**src/shared/i2c3m_pkg.sv**
```systemverilog
// Constants, types and the rate table of the three-byte I2C master
package i2c3m_pkg;
  // Register map, byte addresses on the AXI4-Lite bus
  localparam int unsigned AXI_AW    = 8;
  localparam logic [7:0]  XFER_OFS  = 8'h8C;
  localparam logic [7:0]  STAT_OFS  = 8'h90;
  localparam logic [7:0]  IRQEN_OFS = 8'h84;
  localparam logic [1:0]  RESP_OKAY   = 2'h0;
  localparam logic [1:0]  RESP_SLVERR = 2'h2;

  // Field positions
  localparam int unsigned BUSY_BIT  = 0;
  localparam int unsigned ERR_BIT   = 1;
  localparam int unsigned FLAG_LO   = 2;
  localparam int unsigned FLAG_HI   = 6;
  localparam int unsigned ABORT_BIT = 7;
  localparam int unsigned RATE_LO   = 8;
  localparam int unsigned RATE_HI   = 10;
  localparam int unsigned BYTE_TOP  = 31;
  localparam int unsigned ATTR_TOP  = 7;
  localparam int unsigned BYTE_W    = 8;
  localparam int unsigned ATTR_W    = 2;
  localparam logic [31:0] XFER_WMASK = 32'hFFFF_FFFC;

  // Error flag indices inside the five-bit flag field
  localparam int unsigned NFLAG = 5;
  localparam int unsigned F_AL  = 0;
  localparam int unsigned F_DR  = 1;
  localparam int unsigned F_DT  = 2;
  localparam int unsigned F_AP  = 3;
  localparam int unsigned F_SP  = 4;

  // Reset values
  localparam logic [31:0] XFER_RST = 32'h0000_0000;
  localparam logic [2:0]  RATE_RST = 3'h0;

  // Bit sequencing
  localparam logic [1:0] PH_SETUP = 2'h0;
  localparam logic [1:0] PH_RISE  = 2'h1;
  localparam logic [1:0] PH_HIGH  = 2'h2;
  localparam logic [1:0] PH_FALL  = 2'h3;
  localparam logic [3:0] LAST_DATA = 4'h7;
  localparam logic [3:0] ACK_BIT   = 4'h8;
  localparam logic [1:0] SLOT_FIRST = 2'h0;
  localparam logic [1:0] SLOT_DONE  = 2'h3;
  localparam int unsigned QUARTERS  = 4;

  typedef enum logic [1:0] {
    A_NOP   = 2'h0,
    A_STOP  = 2'h1,
    A_TRANSFER_AND_CONTINUE  = 2'h2,
    A_START = 2'h3
  } i2c3m_attr_t;

  typedef enum logic [2:0] {
    ST_IDLE  = 3'h0,
    ST_SLOT  = 3'h1,
    ST_START = 3'h3,
    ST_BIT   = 3'h2,
    ST_STOP  = 3'h6,
    ST_END   = 3'h7
  } i2c3m_state_t;

  // Bit period in system clocks for each rate code
  function automatic logic [12:0] i2c3m_rate_div(input logic [2:0] code);
    case (code)
      3'h5:    return 13'h1900;
      3'h1:    return 13'h0C80;
      3'h4:    return 13'h01E0;
      3'h6:    return 13'h0140;
      3'h7:    return 13'h00F0;
      3'h0:    return 13'h0078;
      3'h2:    return 13'h0050;
      default: return 13'h003C;
    endcase
  endfunction
endpackage

```
**src/hdl/i2c3m_sync.sv**
```systemverilog
// Two-stage synchronisers for the bus line inputs
`timescale 1ns/1ps
module i2c3m_sync #(
  parameter int unsigned WIDTH = 2
) (
  input  wire logic             clock,
  input  wire logic             arst_n,
  input  wire logic             ce,
  input  wire logic [WIDTH-1:0] async_in,
  output logic      [WIDTH-1:0] sync_out
);
  // Idle bus lines float high, so both stages reset high
  for (genvar i = 0; i < WIDTH; i++) begin : g_line
    logic meta_r;
    always_ff @(posedge clock or negedge arst_n) begin
      if (!arst_n) begin
        meta_r      <= 1'b1;
        sync_out[i] <= 1'b1;
      end else if (ce) begin
        meta_r      <= async_in[i];
        sync_out[i] <= meta_r;
      end
    end
  end
endmodule

```
**src/hdl/i2c3m_core.sv**
```systemverilog
// Register-driven three-byte I2C master with AXI4-Lite register port
`timescale 1ns/1ps
// Operation
// (RL1) Rate code picks bit period: clock over 6400..60 by table.
// (RL2) Slaves may hold SCL low; the bit timer waits.
// (RL3) Writing abort ends the operation and clears busy.
// (RL4) Separate sticky flags: start/stop, address, send, receive, arbitration.
// (RL5) Summary error stays set until every flag is cleared.
// (RL6) Software clears all flags before a new command, twice after abort.
// (RL7) Transfer word: three bytes high, three two-bit attributes below.
// (RL8) Attribute 11 start, 10 continue, 01 stop, 00 skip.
// (RL9) Start byte: start or restart, address and direction, then acknowledge.
// (RL10) Continue byte: eight bits MSB first, acknowledge, keep the bus.
// (RL11) Stop byte: eight bits, acknowledge or not, then stop condition.
// (RL12) Hardware makes acknowledges; not-acknowledge after last read byte.
// (RL13) Read bytes land in their own slot of the transfer word.
// (RL14) Busy high during cycle; cleared at end only without error.
// (RL15) End of cycle pulses the interrupt request when enabled.
// (RL16) Transfer write while busy sets the summary error.
// (RL17) Clean three-slot run leaves the summary error low.
// (RL18) On error summary sets and busy stays until software clears.
// (RL19) Software may chain sequences and check the error once.
// (RL20) Transfer word mirrors summary error at bit 1, busy at 0.
// (RL21) Slots run in order: upper, middle, lower.
// (RL22) Lost arbitration releases the lines at once.
// (RL23) Bus clock generator covers the supported rate span.
// (RL24) Lines only pulled low; SDA sampled while SCL high.
module i2c3m_core
  import i2c3m_pkg::*;
#(
  parameter int unsigned QW = 11
) (
  input  wire logic                        clock,
  input  wire logic                        arst_n,
  input  wire logic                        ce,
  input  wire logic                        s_axi_awvalid,
  output logic                             s_axi_awready,
  input  wire logic [i2c3m_pkg::AXI_AW-1:0] s_axi_awaddr,
  input  wire logic                        s_axi_wvalid,
  output logic                             s_axi_wready,
  input  wire logic [31:0]                 s_axi_wdata,
  input  wire logic [3:0]                  s_axi_wstrb,
  output logic                             s_axi_bvalid,
  input  wire logic                        s_axi_bready,
  output logic      [1:0]                  s_axi_bresp,
  input  wire logic                        s_axi_arvalid,
  output logic                             s_axi_arready,
  input  wire logic [i2c3m_pkg::AXI_AW-1:0] s_axi_araddr,
  output logic                             s_axi_rvalid,
  input  wire logic                        s_axi_rready,
  output logic      [31:0]                 s_axi_rdata,
  output logic      [1:0]                  s_axi_rresp,
  input  wire logic                        scl_i,
  output logic                             scl_o,
  output logic                             scl_oe,
  input  wire logic                        sda_i,
  output logic                             sda_o,
  output logic                             sda_oe,
  output logic                             cycle_irq
);
  import i2c3m_pkg::*;

  logic              aw_hold_r, w_hold_r, bvalid_r, rvalid_r;
  logic [AXI_AW-1:0] aw_addr_r;
  logic [31:0]       w_data_r, rdata_r, xfer_r;
  logic [3:0]        w_strb_r;
  logic [1:0]        bresp_r, rresp_r;
  logic [2:0]        rate_r;
  logic [NFLAG-1:0]  flags_r;
  logic              ovr_r, busy_r, irq_en_r, irq_r;
  i2c3m_state_t      st_r;
  logic [1:0]        slot_r, ph_r;
  logic [3:0]        bit_r;
  logic [QW-1:0]     q_cnt_r;
  logic [7:0]        sh_r;
  logic              rd_r, samp_r, pend_r, scl_oe_r, sda_oe_r;
  logic              scl_s, sda_s;

  // Line inputs come from the pins, so they are synchronised first
  i2c3m_sync #(.WIDTH(2)) u_sync (
    .clock    (clock),
    .arst_n   (arst_n),
    .ce       (ce),
    .async_in ({scl_i, sda_i}),
    .sync_out ({scl_s, sda_s})
  );

  // AXI write channel handshakes; address and data taken in any order
  wire wr_fire = ce & aw_hold_r & w_hold_r & ~bvalid_r;
  assign s_axi_awready = ce & ~aw_hold_r & ~bvalid_r;
  assign s_axi_wready  = ce & ~w_hold_r & ~bvalid_r;
  assign s_axi_bvalid  = bvalid_r;
  assign s_axi_bresp   = bresp_r;
  wire wr_xfer  = wr_fire & (aw_addr_r == XFER_OFS);
  wire wr_stat  = wr_fire & (aw_addr_r == STAT_OFS);
  wire wr_irqen = wr_fire & (aw_addr_r == IRQEN_OFS);
  wire wr_map   = wr_xfer | wr_stat | wr_irqen;
  wire [31:0] wmask = {{BYTE_W{w_strb_r[3]}}, {BYTE_W{w_strb_r[2]}},
                       {BYTE_W{w_strb_r[1]}}, {BYTE_W{w_strb_r[0]}}};

  always_ff @(posedge clock or negedge arst_n) begin
    if (!arst_n) begin
      aw_hold_r <= 1'b0;
      w_hold_r  <= 1'b0;
      bvalid_r  <= 1'b0;
      aw_addr_r <= '0;
      w_data_r  <= '0;
      w_strb_r  <= '0;
      bresp_r   <= RESP_OKAY;
    end else if (ce) begin
      if (s_axi_awvalid && s_axi_awready) begin
        aw_hold_r <= 1'b1;
        aw_addr_r <= s_axi_awaddr;
      end
      if (s_axi_wvalid && s_axi_wready) begin
        w_hold_r <= 1'b1;
        w_data_r <= s_axi_wdata;
        w_strb_r <= s_axi_wstrb;
      end
      if (wr_fire) begin
        aw_hold_r <= 1'b0;
        w_hold_r  <= 1'b0;
        bvalid_r  <= 1'b1;
        bresp_r   <= wr_map ? RESP_OKAY : RESP_SLVERR;
      end else if (bvalid_r && s_axi_bready) begin
        bvalid_r <= 1'b0;
      end
    end
  end

  // Read mux; unmapped words read zero with a slave error
  wire        err_w    = (|flags_r) | ovr_r; // [RL5]
  wire [31:0] xfer_rd  = {xfer_r[BYTE_TOP:FLAG_LO], err_w, busy_r}; // [RL20]
  wire [31:0] stat_rd  = 32'({rate_r, 1'b0, flags_r, err_w, busy_r});
  wire        rd_xfer  = s_axi_araddr == XFER_OFS;
  wire        rd_stat  = s_axi_araddr == STAT_OFS;
  wire        rd_irqen = s_axi_araddr == IRQEN_OFS;
  wire [31:0] rd_mux   = rd_xfer ? xfer_rd : rd_stat ? stat_rd :
                         rd_irqen ? 32'(irq_en_r) : 32'h0000_0000;
  assign s_axi_arready = ce & ~rvalid_r;
  assign s_axi_rvalid  = rvalid_r;
  assign s_axi_rdata   = rdata_r;
  assign s_axi_rresp   = rresp_r;

  always_ff @(posedge clock or negedge arst_n) begin
    if (!arst_n) begin
      rvalid_r <= 1'b0;
      rdata_r  <= '0;
      rresp_r  <= RESP_OKAY;
    end else if (ce) begin
      if (s_axi_arvalid && s_axi_arready) begin
        rvalid_r <= 1'b1;
        rdata_r  <= rd_mux;
        rresp_r  <= (rd_xfer | rd_stat | rd_irqen) ? RESP_OKAY : RESP_SLVERR;
      end else if (rvalid_r && s_axi_rready) begin
        rvalid_r <= 1'b0;
      end
    end
  end

  // Current slot view: slot 0 is the upper byte
  wire [4:0]   byte_lsb  = 5'(BYTE_TOP + 1 - BYTE_W * (slot_r + 1));
  wire [2:0]   attr_lsb  = 3'(ATTR_TOP + 1 - ATTR_W * (slot_r + 1));
  wire [7:0]   cur_byte  = xfer_r[byte_lsb +: BYTE_W]; // [RL7]
  i2c3m_attr_t cur_attr;
  assign cur_attr = i2c3m_attr_t'(xfer_r[attr_lsb +: ATTR_W]); // [RL8]

  // Address bytes always transmit; data direction follows the last R/W bit
  wire tx_w      = (cur_attr == A_START) | ~rd_r; // [RL9]
  wire load_low  = tx_w & ~cur_byte[BYTE_W-1];
  wire ack_send  = cur_attr != A_STOP; // [RL12]
  wire want_low  = (bit_r == LAST_DATA) ? (~tx_w & ack_send)
                                        : (tx_w & ~sh_r[BYTE_W-1]); // [RL10]

  // Quarter-bit timer; a held-low SCL restarts the rise quarter
  wire [12:0]   div_w   = i2c3m_rate_div(rate_r); // [RL1] [RL23]
  wire [QW-1:0] q_len   = QW'(div_w / 13'(QUARTERS)) - QW'(1);
  wire          active  = (st_r == ST_START) | (st_r == ST_BIT) |
                          (st_r == ST_STOP);
  wire          stretch = (ph_r == PH_RISE) & ~scl_s; // [RL2]
  wire          tick    = active & ~stretch & (q_cnt_r == '0);

  always_ff @(posedge clock or negedge arst_n) begin
    if (!arst_n) begin
      q_cnt_r <= '0;
    end else if (ce) begin
      q_cnt_r <= (!active || tick || stretch) ? q_len : q_cnt_r - QW'(1);
    end
  end

  // Bus events; SDA is judged only while SCL is high
  wire in_bit   = st_r == ST_BIT;
  wire at_samp  = tick & (ph_r == PH_RISE);
  wire ack_samp = in_bit & at_samp & (bit_r == ACK_BIT);
  wire [NFLAG-1:0] ev_w;
  assign ev_w[F_AL] = at_samp & ~sda_s & ((st_r == ST_START) |
                      (in_bit & tx_w & (bit_r != ACK_BIT) & ~sda_oe_r)); // [RL22]
  assign ev_w[F_SP] = (in_bit & (ph_r == PH_HIGH) & (sda_s != samp_r)) |
                      ((st_r == ST_STOP) & tick & (ph_r == PH_HIGH) &
                       ~sda_s); // [RL24]
  assign ev_w[F_AP] = ack_samp & tx_w & sda_s & (cur_attr == A_START);
  assign ev_w[F_DT] = ack_samp & tx_w & sda_s & (cur_attr == A_TRANSFER_AND_CONTINUE);
  assign ev_w[F_DR] = ack_samp & ~tx_w & sda_s & ack_send; // [RL4]
  wire fatal_w  = ev_w[F_AL] | ev_w[F_SP];
  wire nack_w   = ev_w[F_AP] | ev_w[F_DT] | ev_w[F_DR];
  wire ack_done = in_bit & tick & (ph_r == PH_FALL) & (bit_r == ACK_BIT);
  wire store_w  = ack_done & ~tx_w; // [RL13]
  wire go_end   = fatal_w | ((st_r == ST_SLOT) & (slot_r == SLOT_DONE)) |
                  ((st_r == ST_STOP) & tick & (ph_r == PH_FALL) & pend_r);
  wire start_ok = wr_xfer & ~busy_r & ~err_w; // [RL6]
  wire abort_w  = wr_stat & w_strb_r[0] & w_data_r[ABORT_BIT];

  // Flag, overrun and busy next values; hardware set wins over clear
  wire lane0 = wr_stat & w_strb_r[0];
  wire [NFLAG-1:0] flags_nxt = (lane0 ? w_data_r[FLAG_HI:FLAG_LO] : flags_r)
                               | ev_w; // [RL4]
  wire ovr_nxt = (lane0 ? 1'b0 : ovr_r) | (wr_xfer & busy_r); // [RL16]
  wire err_nxt = (|flags_nxt) | ovr_nxt; // [RL17]
  wire busy_nxt = abort_w ? 1'b0 :                               // [RL3]
                  start_ok ? 1'b1 :                              // [RL14]
                  ((go_end | ((st_r == ST_END) & lane0)) & ~err_nxt)
                    ? 1'b0 : busy_r;                             // [RL18]

  always_ff @(posedge clock or negedge arst_n) begin
    if (!arst_n) begin
      flags_r  <= '0;
      ovr_r    <= 1'b0;
      busy_r   <= 1'b0;
      rate_r   <= RATE_RST;
      irq_en_r <= 1'b0;
      irq_r    <= 1'b0;
    end else if (ce) begin
      flags_r <= flags_nxt;
      ovr_r   <= ovr_nxt;
      busy_r  <= busy_nxt;
      irq_r   <= go_end & irq_en_r; // [RL15]
      if (wr_stat && w_strb_r[1]) rate_r <= w_data_r[RATE_HI:RATE_LO];
      if (wr_irqen && w_strb_r[0]) irq_en_r <= w_data_r[0];
    end
  end

  // Transfer word: software loads it when idle, the engine stores reads
  always_ff @(posedge clock or negedge arst_n) begin
    if (!arst_n) begin
      xfer_r <= XFER_RST;
    end else if (ce) begin
      if (wr_xfer && !busy_r) begin
        xfer_r <= (xfer_r & ~(wmask & XFER_WMASK)) |
                  (w_data_r & wmask & XFER_WMASK);
      end else if (store_w) begin
        xfer_r[byte_lsb +: BYTE_W] <= sh_r; // [RL13]
      end
    end
  end

  // Byte engine; each tick ends one quarter of a bit or condition
  always_ff @(posedge clock or negedge arst_n) begin
    if (!arst_n) begin
      st_r     <= ST_IDLE;
      slot_r   <= SLOT_FIRST;
      ph_r     <= PH_SETUP;
      bit_r    <= '0;
      sh_r     <= '0;
      rd_r     <= 1'b0;
      samp_r   <= 1'b1;
      pend_r   <= 1'b0;
      scl_oe_r <= 1'b0;
      sda_oe_r <= 1'b0;
    end else if (ce) begin
      if (abort_w) begin
        st_r     <= ST_IDLE; // [RL3]
        scl_oe_r <= 1'b0;
        sda_oe_r <= 1'b0;
      end else if (go_end) begin
        st_r     <= ST_END; // [RL22]
        scl_oe_r <= 1'b0;
        sda_oe_r <= 1'b0;
      end else begin
        case (st_r)
          // A start may land in the last cycle spent in the end state, once busy is low
          ST_IDLE, ST_END: begin
            if (start_ok) begin
              st_r   <= ST_SLOT; // [RL21]
              slot_r <= SLOT_FIRST;
              pend_r <= 1'b0;
            end else if (!busy_r) begin
              st_r <= ST_IDLE; // [RL18]
            end
          end
          ST_SLOT: begin
            if (cur_attr == A_NOP) begin
              slot_r <= slot_r + 2'h1; // [RL8] [RL21]
            end else if (cur_attr == A_START) begin
              st_r     <= ST_START; // [RL9]
              ph_r     <= PH_SETUP;
              sda_oe_r <= 1'b0;
            end else begin
              st_r     <= ST_BIT;
              ph_r     <= PH_SETUP;
              bit_r    <= '0;
              sh_r     <= cur_byte;
              sda_oe_r <= load_low;
            end
          end
          ST_START: begin
            if (tick) begin
              ph_r <= ph_r + 2'h1;
              case (ph_r)
                PH_SETUP: scl_oe_r <= 1'b0;
                PH_RISE:  sda_oe_r <= 1'b1; // [RL9]
                PH_HIGH:  scl_oe_r <= 1'b1;
                default: begin
                  st_r     <= ST_BIT;
                  bit_r    <= '0;
                  sh_r     <= cur_byte;
                  rd_r     <= cur_byte[0];
                  sda_oe_r <= load_low;
                end
              endcase
            end
          end
          ST_BIT: begin
            if (tick) begin
              ph_r <= ph_r + 2'h1;
              case (ph_r)
                PH_SETUP: scl_oe_r <= 1'b0;
                PH_RISE: begin
                  samp_r <= sda_s; // [RL24]
                  if (bit_r != ACK_BIT) sh_r <= {sh_r[6:0], sda_s};
                  if (nack_w) pend_r <= 1'b1;
                end
                PH_HIGH: scl_oe_r <= 1'b1;
                default: begin
                  if (bit_r != ACK_BIT) begin
                    bit_r    <= bit_r + 4'h1;
                    sda_oe_r <= want_low; // [RL10] [RL12]
                  end else if (pend_r || cur_attr == A_STOP) begin
                    st_r     <= ST_STOP; // [RL11]
                    sda_oe_r <= 1'b1;
                  end else begin
                    st_r     <= ST_SLOT; // [RL10]
                    slot_r   <= slot_r + 2'h1;
                    sda_oe_r <= 1'b0;
                  end
                end
              endcase
            end
          end
          ST_STOP: begin
            if (tick) begin
              ph_r <= ph_r + 2'h1;
              case (ph_r)
                PH_SETUP: scl_oe_r <= 1'b0;
                PH_RISE:  sda_oe_r <= 1'b0; // [RL11]
                PH_HIGH:  ;
                default: begin
                  st_r   <= ST_SLOT;
                  slot_r <= slot_r + 2'h1;
                end
              endcase
            end
          end
          default: st_r <= ST_IDLE;
        endcase
      end
    end
  end

  // Open-drain drive: the pins only ever pull low
  assign scl_o     = 1'b0; // [RL24]
  assign sda_o     = 1'b0;
  assign scl_oe    = scl_oe_r;
  assign sda_oe    = sda_oe_r;
  assign cycle_irq = irq_r;
endmodule

```
**config.mk**
```make
export PLATFORM = sky130hd
export DESIGN_NAME = i2c3m_core
export DESIGN_NICKNAME = d
export VERILOG_FILES = /design/src/shared/i2c3m_pkg.sv /design/src/hdl/i2c3m_sync.sv /design/src/hdl/i2c3m_core.sv
export SDC_FILE = /design/constraint.sdc
export NUM_CORES = 1
export LEC_CHECK = 0
export BUFFER_PORTS_ARGS = -buffer_cell sky130_fd_sc_hd__buf_4
export CAP_MARGIN = 25
export CORE_MARGIN = 2
export CORE_UTILIZATION = 35
export DETAILED_ROUTE_END_ITERATION = 6
export PLACE_DENSITY = 0.6
export SETUP_SLACK_MARGIN = 0.1
export SYNTH_ARGS = -nofsm -noshare
export SYNTH_HDL_FRONTEND = slang
export SYNTH_SLANG_ARGS = --single-unit
```
**constraint.sdc**
```tcl
create_clock -name clock -period 3.8 [get_ports clock]
set_input_delay 0.19 -clock clock [delete_from_list [all_inputs] [get_ports clock]]
set_output_delay 0.19 -clock clock [all_outputs]
set_load 0.01 [all_outputs]
```
Yosys cells after proc, flatten, opt, wreduce, memory -nomap -nowiden
Cells that the tools add are included.
- register bits: 167
- word-level logic and storage cells: 348
- input port bits: 62
- output and inout port bits: 46
- shift-type cells: 4
- add/sub/neg operators: 9
- bitwise gates (word level): 93
- muxes and demuxes: 92
- reductions and logical operators: 59
- equality and inequality tests: 59
- operators with widths (kind ; number):
    two-way mux 32 bit ; 3
    one-hot mux 13 bit (7 select lines) ; 1
    AND 32 bit ; 2
    two-way mux 8 bit ; 7
    AND 1 bit ; 52
    == test 8 bit (second input constant) ; 6
    two-way mux 3 bit ; 13
    inequality test 4 bit (second input constant) ; 9
    two-way mux 1 bit ; 35
    bitwise mux 32 bit ; 1
    NOT 32 bit ; 1
    OR 32 bit ; 1
    variable shift 8 x 7 -> 32 bit (first input constant) ; 1
    indexed part select 32 x 4 -> 2 bit ; 1
    indexed part select 32 x 6 -> 8 bit ; 1
    indexed part select 8 x 7 -> 32 bit ; 1
    two-way mux 4 bit ; 7
    two-way mux 2 bit ; 12
    one-hot mux 8 bit (3 select lines) ; 1
    AND reduction 2 bit ; 12
    AND reduction 6 bit ; 4
    two-way mux 11 bit ; 2
    inequality test 2 bit (second input constant) ; 11
    AND reduction 11 bit ; 2
    other kinds (47) ; 130

Depth between registers and ports, before layout
- depth after elaboration: 19
- depth in mapped cells: 14
- gate-level depth less buffers: 13

By module
A second synthesis with hierarchy kept.
- cell total of the unflattened synthesis: 873
- area, all modules: 8667.1 µm²
- by module, submodules not included (module ; times used ; cells an instance ; sequential area each (µm²) ; area an instance (µm²)):
    i2c3m_core ; 1 ; 865 ; 4005.1 ; 8516.9
    i2c3m_sync ; 1 ; 8 ; 105.1 ; 150.1

Worst setup path before layout
OpenSTA, ideal clock, no wires.
- path kind: reg2reg
- from: register slot_r[0]
- to: register sh_r[0]
- setup time: 0.125 ns
- period minus slack after synthesis: 2.847 ns
- buffers on the path: 2
- cell stages (with the launch flop): 12
- path slack: 0.953 ns
- arrival time: 2.722 ns
- data required time: 3.675 ns
- cell sequence: dfrtp_1 -> buf_6 -> inv_1 -> ha_1 -> clkbuf_1 -> mux4_2 -> nand2_4 -> nand2_4 -> o2111ai_4 -> nand4bb_4 -> nor2_4 -> mux2_2
- longest elaborated chain between the ends: 15
- elaborated cells between the ends (all ways): 27
- those cells by class: add/sub (3); eq/ne (4); shift (2); mux (5); bitwise (11); reduce/logical (2)
- RTL lines (element ; line ; source):
    from (decl) ; i2c3m_core.sv:72 ; logic [1:0] slot_r, ph_r;
    from (signal assigned) ; i2c3m_core.sv:292 ; slot_r <= slot_r + 2'h1;
    from (signal assigned) ; i2c3m_core.sv:342 ; slot_r <= slot_r + 2'h1;
    from (signal assigned) ; i2c3m_core.sv:358 ; slot_r <= slot_r + 2'h1;
    adder 2 x 1 -> 2 bit ; i2c3m_core.sv:162, i2c3m_core.sv:163 ;
    subtractor 1 x 3 -> 3 bit ; i2c3m_core.sv:163 ; wire [2:0] attr_lsb = 3'(ATTR_TOP + 1 - ATTR_W * (slot_r + 1));
    indexed part select 32 x 4 -> 2 bit ; i2c3m_core.sv:166 ; assign cur_attr = i2c3m_attr_t'(xfer_r[attr_lsb +: ATTR_W]);
    == test 2 bit ; i2c3m_core.sv:169, i2c3m_core.sv:293 ;
    OR 1 bit ; i2c3m_core.sv:169 ; wire tx_w = (cur_attr == A_START) | ~rd_r;
    AND 1 bit (3 in series) ; i2c3m_core.sv:197 ; (in_bit & tx_w & (bit_r != ACK_BIT) & ~sda_oe_r));
    OR 1 bit ; i2c3m_core.sv:196 ; assign ev_w[F_AL] = at_samp & ~sda_s & ((st_r == ST_START) |
    AND 1 bit ; i2c3m_core.sv:196 ;
    OR 1 bit ; i2c3m_core.sv:204 ; wire fatal_w = ev_w[F_AL] | ev_w[F_SP];
    OR 1 bit (2 in series) ; i2c3m_core.sv:208 ; wire go_end = fatal_w | ((st_r == ST_SLOT) & (slot_r == SLOT_DONE)) |
    NOT 1 bit (no source line) ; - ;
    AND reduction 11 bit (no source line) ; - ;
    to (signal assigned) ; i2c3m_core.sv:301 ; sh_r <= cur_byte;
    to (signal assigned) ; i2c3m_core.sv:315 ; sh_r <= cur_byte;
    to (signal assigned) ; i2c3m_core.sv:329 ; if (bit_r != ACK_BIT) sh_r <= {sh_r[6:0], sda_s};
    to (decl) ; i2c3m_core.sv:75 ; logic [7:0] sh_r;
Several ways; a longest one is shown, not always the timed one. The select of a mux whose other input is x is not followed.
A chain may end at the register's enable or synchronous reset.

Worst setup path after layout
- from: register q_cnt_r[6]
- to: register q_cnt_r[10]
- longest elaborated chain between the ends: 5
- elaborated cells between the ends (all ways): 6
- those cells by class: add/sub (1); mux (1); bitwise (1); reduce/logical (3)
- RTL lines (element ; line ; source):
    from (decl) ; i2c3m_core.sv:74 ; logic [QW-1:0] q_cnt_r;
    from (signal assigned) ; i2c3m_core.sv:187 ; q_cnt_r <= (!active || tick || stretch) ? q_len : q_cnt_r - QW'(1);
    parallel branches: the longest is 4 deep, another holds subtractor 11 x 1 -> 11 bit ; - ;
    two-way mux 11 bit * ; i2c3m_core.sv:187 ;
Mark *: on every way between the ends.

==> run metrics <==
maximum clock path buffer count 2; share of layout cells above drive strength 1 0.237; DR vias/cell 5.30; leakage power 4.74 nW; worst path required time 4110 ps; register area share after synthesis 0.465; CP bufs+invs 1; setup TNS 0 ps; die area 26500 µm²; Mapped Cells 916; number of synthesized register bits 164; fmax 315 MHz; Synth async-reset ratio 1.00; Post-Route WL 24.4 mm; Clock Tree Root clkbuf_16; crit-path cells nor4_2 -> and4_1 -> nor2_1 -> buf_4 -> nor4_1 -> a21oi_1 -> ha_1 -> o21ai_0 -> nand2b_1 -> o22ai_1 -> a221o_1; crit start category register; Worst-path clk slew 60 ps; syn avg cell area 9.64 µm²; GPL Wtd Cong 0.897; max cap viols 0; Final Max Slew Viols 0; # clock sinks 164; initial antenna violation count 0; Worst Setup End Kind register; Slew HR 0.333; DRC 0; P&R area growth vs syn 23.8%; Port-buffer cells 102; CP max-delay cell nor4_2; Yosys warning count 0; Non-Filler Instances 1385; IO Count 108; Post-synth EDFFs 0; Starting Density 0.354; CTS tree done; post-route clock skew 9.86 ps; die width 163 µm; P per Cell Area 577 nW/µm²; HPWL after DPL 17.4 mm; detailed-route via count 7336; Overflow after GRT 0; postcts setup bufs 0; DRT Pass-1 Iters 5; post-route minimum period 3180 ps; status complete, no violations; period utilization 0.837; post-detailed-route count of antenna-violating nets 0; Place WS 652 ps; CP top delay family simple AND/OR/NAND/NOR gates; clk_lat worst skew 440 ps; DIE HEIGHT 163 µm; CP Max Fanout 11; H-tree levels 4; largest net degree at the start of global routing 90; Unique masters post-synth 72; core area 25000 µm²; Setup CP Type reg -> reg; final setup fails 0; first-pass GRT wire length 38.8 mm; final hold vios 0; vias in the first global route 7141; crit path DAT 3490 ps; slowest stage delay, CP 490 ps; Peak VDD IR 0.362 mV; final worst slack 621 ps; Tot GR Track Use 0.188; per-cell routed wire length 17.6 µm; drt first-iter violations 744; unrepaired setup endpoints after global routing no; Cell Rows 58; layout net count 1117; Cell Area, Synth 8830 µm²; CTS Buf Count 17; # diodes 0; top_reg_cell synth dfrtp_1; slew at the pin with the worst max-slew slack 1000 ps; Hold Path Class in -> reg; Inst Count DP 1307
cells in the final DEF (no fill, tap or decap), drive strengths merged, types with 5 or more instances in the layout:
| master | synthesis | layout |
|---|---|---|
| nor2b | 11 | 11 |
| ha | 13 | 13 |
| buf | 22 | 116 |
| o211ai | 5 | 5 |
| dfstp | 5 | 5 |
| inv | 16 | 25 |
| mux2 | 66 | 66 |
| dlygate4sd3 | 0 | 46 |
| clkbuf | 36 | 17 |
| nor2 | 93 | 93 |
| nand2b | 17 | 17 |
| nor4 | 14 | 14 |
| nand2 | 159 | 159 |
| o21ai | 64 | 64 |
| a31oi | 41 | 41 |
| and2 | 6 | 6 |
| a22o | 8 | 8 |
| nand3 | 11 | 11 |
| nor3 | 6 | 6 |
| nor3b | 5 | 5 |
| dfrtp | 159 | 159 |
| a21oi | 59 | 59 |
| mux2i | 15 | 15 |
| nand4 | 8 | 8 |
| mux4 | 10 | 10 |
layout make-up:
cell class / count / area [µm²]
Sequential cell: 164 / 4110
Tap cell: 330 / 413
Clock inverter: 15 / 180
Inverter: 16 / 60.1
Clock buffer: 17 / 425
Fill cell: 2412 / 14000
Timing Repair Buffer: 162 / 1350
Multi-Input combinational cell: 681 / 4400
worst reg2reg max path: cells and delay by family, from the launching register on:
kind | cells | cell delay [ps]
adders and majority gates | 1 | 280
and+or+nand+nor | 5 | 1460
DFF | 1 | 450
AOI/OAI and AO/OA | 4 | 700
buffers and inverters | 1 | 180
kinds of logic after synthesis:
family / synth area share
AO/OA/AOI/OAI: 0.150
XOR/XNOR: 0.00198
adder cells (fa/ha/maj): 0.0184
buffers and inverters: 0.0385
flip-flops: 0.465
multiplexers: 0.127
other: 0.000425
AND/OR/NAND/NOR: 0.198
cell usage after synthesis, drive strengths merged (2+ instances only):
| cell | instances | share of area |
|---|---|---|
| nor3 | 6 | 0.0034 |
| and2 | 6 | 0.0042 |
| mux2 | 66 | 0.084 |
| o31a | 4 | 0.0040 |
| a31oi | 41 | 0.029 |
| a22o | 8 | 0.012 |
| a21o | 3 | 0.0025 |
| inv | 16 | 0.0068 |
| ha | 13 | 0.018 |
| o2111ai | 4 | 0.0060 |
| o21ai | 64 | 0.036 |
| clkbuf | 36 | 0.015 |
| a21oi | 59 | 0.033 |
| and3b | 3 | 0.0030 |
| nand3b | 4 | 0.0034 |
| and4 | 3 | 0.0030 |
| or3 | 3 | 0.0021 |
| nor2b | 11 | 0.0078 |
| nand4 | 8 | 0.0057 |
| nor2 | 93 | 0.040 |
| o21a | 2 | 0.0017 |
| nor3b | 5 | 0.0042 |
| dfstp | 5 | 0.015 |
| o211ai | 5 | 0.0042 |
| nor4 | 14 | 0.016 |
| a221oi | 2 | 0.0020 |
| o22ai | 4 | 0.0028 |
| and3 | 4 | 0.0028 |
| nand3 | 11 | 0.0068 |
| o31ai | 2 | 0.0017 |
| nand2 | 159 | 0.069 |
| nand4b | 2 | 0.0020 |
| a211oi | 2 | 0.0017 |
| nand2b | 17 | 0.012 |
| dfrtp | 159 | 0.45 |
| buf | 22 | 0.016 |
| mux2i | 15 | 0.017 |
| nor4b | 2 | 0.0037 |
| mux4 | 10 | 0.025 |
| a22oi | 3 | 0.0025 |
where the power goes:
group | switching, mW | internal [mW] | total (mW)
logic | 1.01 | 0.877 | 1.89
registers | 0.495 | 2.14 | 2.64
clock network | 0.831 | 0.946 | 1.78
total | 2.34 | 3.97 | 6.30
path summary, 6_finish.rpt:
path | cells past startpoint | end | from | slack (ps)
setup / recovery | 11 | q_cnt_r[10] | q_cnt_r[6] | 620
hold / removal | 4 | s_axi_rvalid | s_axi_rready | 20
setup reg to reg | 11 | q_cnt_r[10] | q_cnt_r[6] | 620
hold reg to reg | 2 | s_axi_rdata[16] | s_axi_rdata[16] | 480
max in group asynchronous | 3 | asynchronous set/reset pin | arst_n | 2490
min in group asynchronous | 2 | aw_addr_r[5] | arst_n | 410
per-layer routing:
layer / wire length [µm] / up-vias / share of wire / track usage
li1: - / 3514 / - / -
met3: 1610 / 21 / 0.066 / 0.0341
met2: 10700 / 243 / 0.44 / 0.282
met4: 278 / 0 / 0.011 / 0.0495
met1: 11800 / 3558 / 0.48 / 0.279
met5: 0 / - / 0 / 0
what timing repair did:
action                    CTS  global route
gates resized for setup     0             0
hold endpoints to repair  127             1
hold buffers               45             1
stage by stage:
step	hold slack, ps	power [mW]	utilization	cell area, µm²
after global placement	331	4.46	0.395	9870
after floorplan	-106	3.86	-	8840
after CTS	1.57	6.33	0.438	10900
final	15.6	6.30	0.438	10900
after detailed placement	334	4.50	0.395	9870
after global routing	42.8	6.66	0.438	10900
No activity file was read; power rests on OpenSTA's default activity.
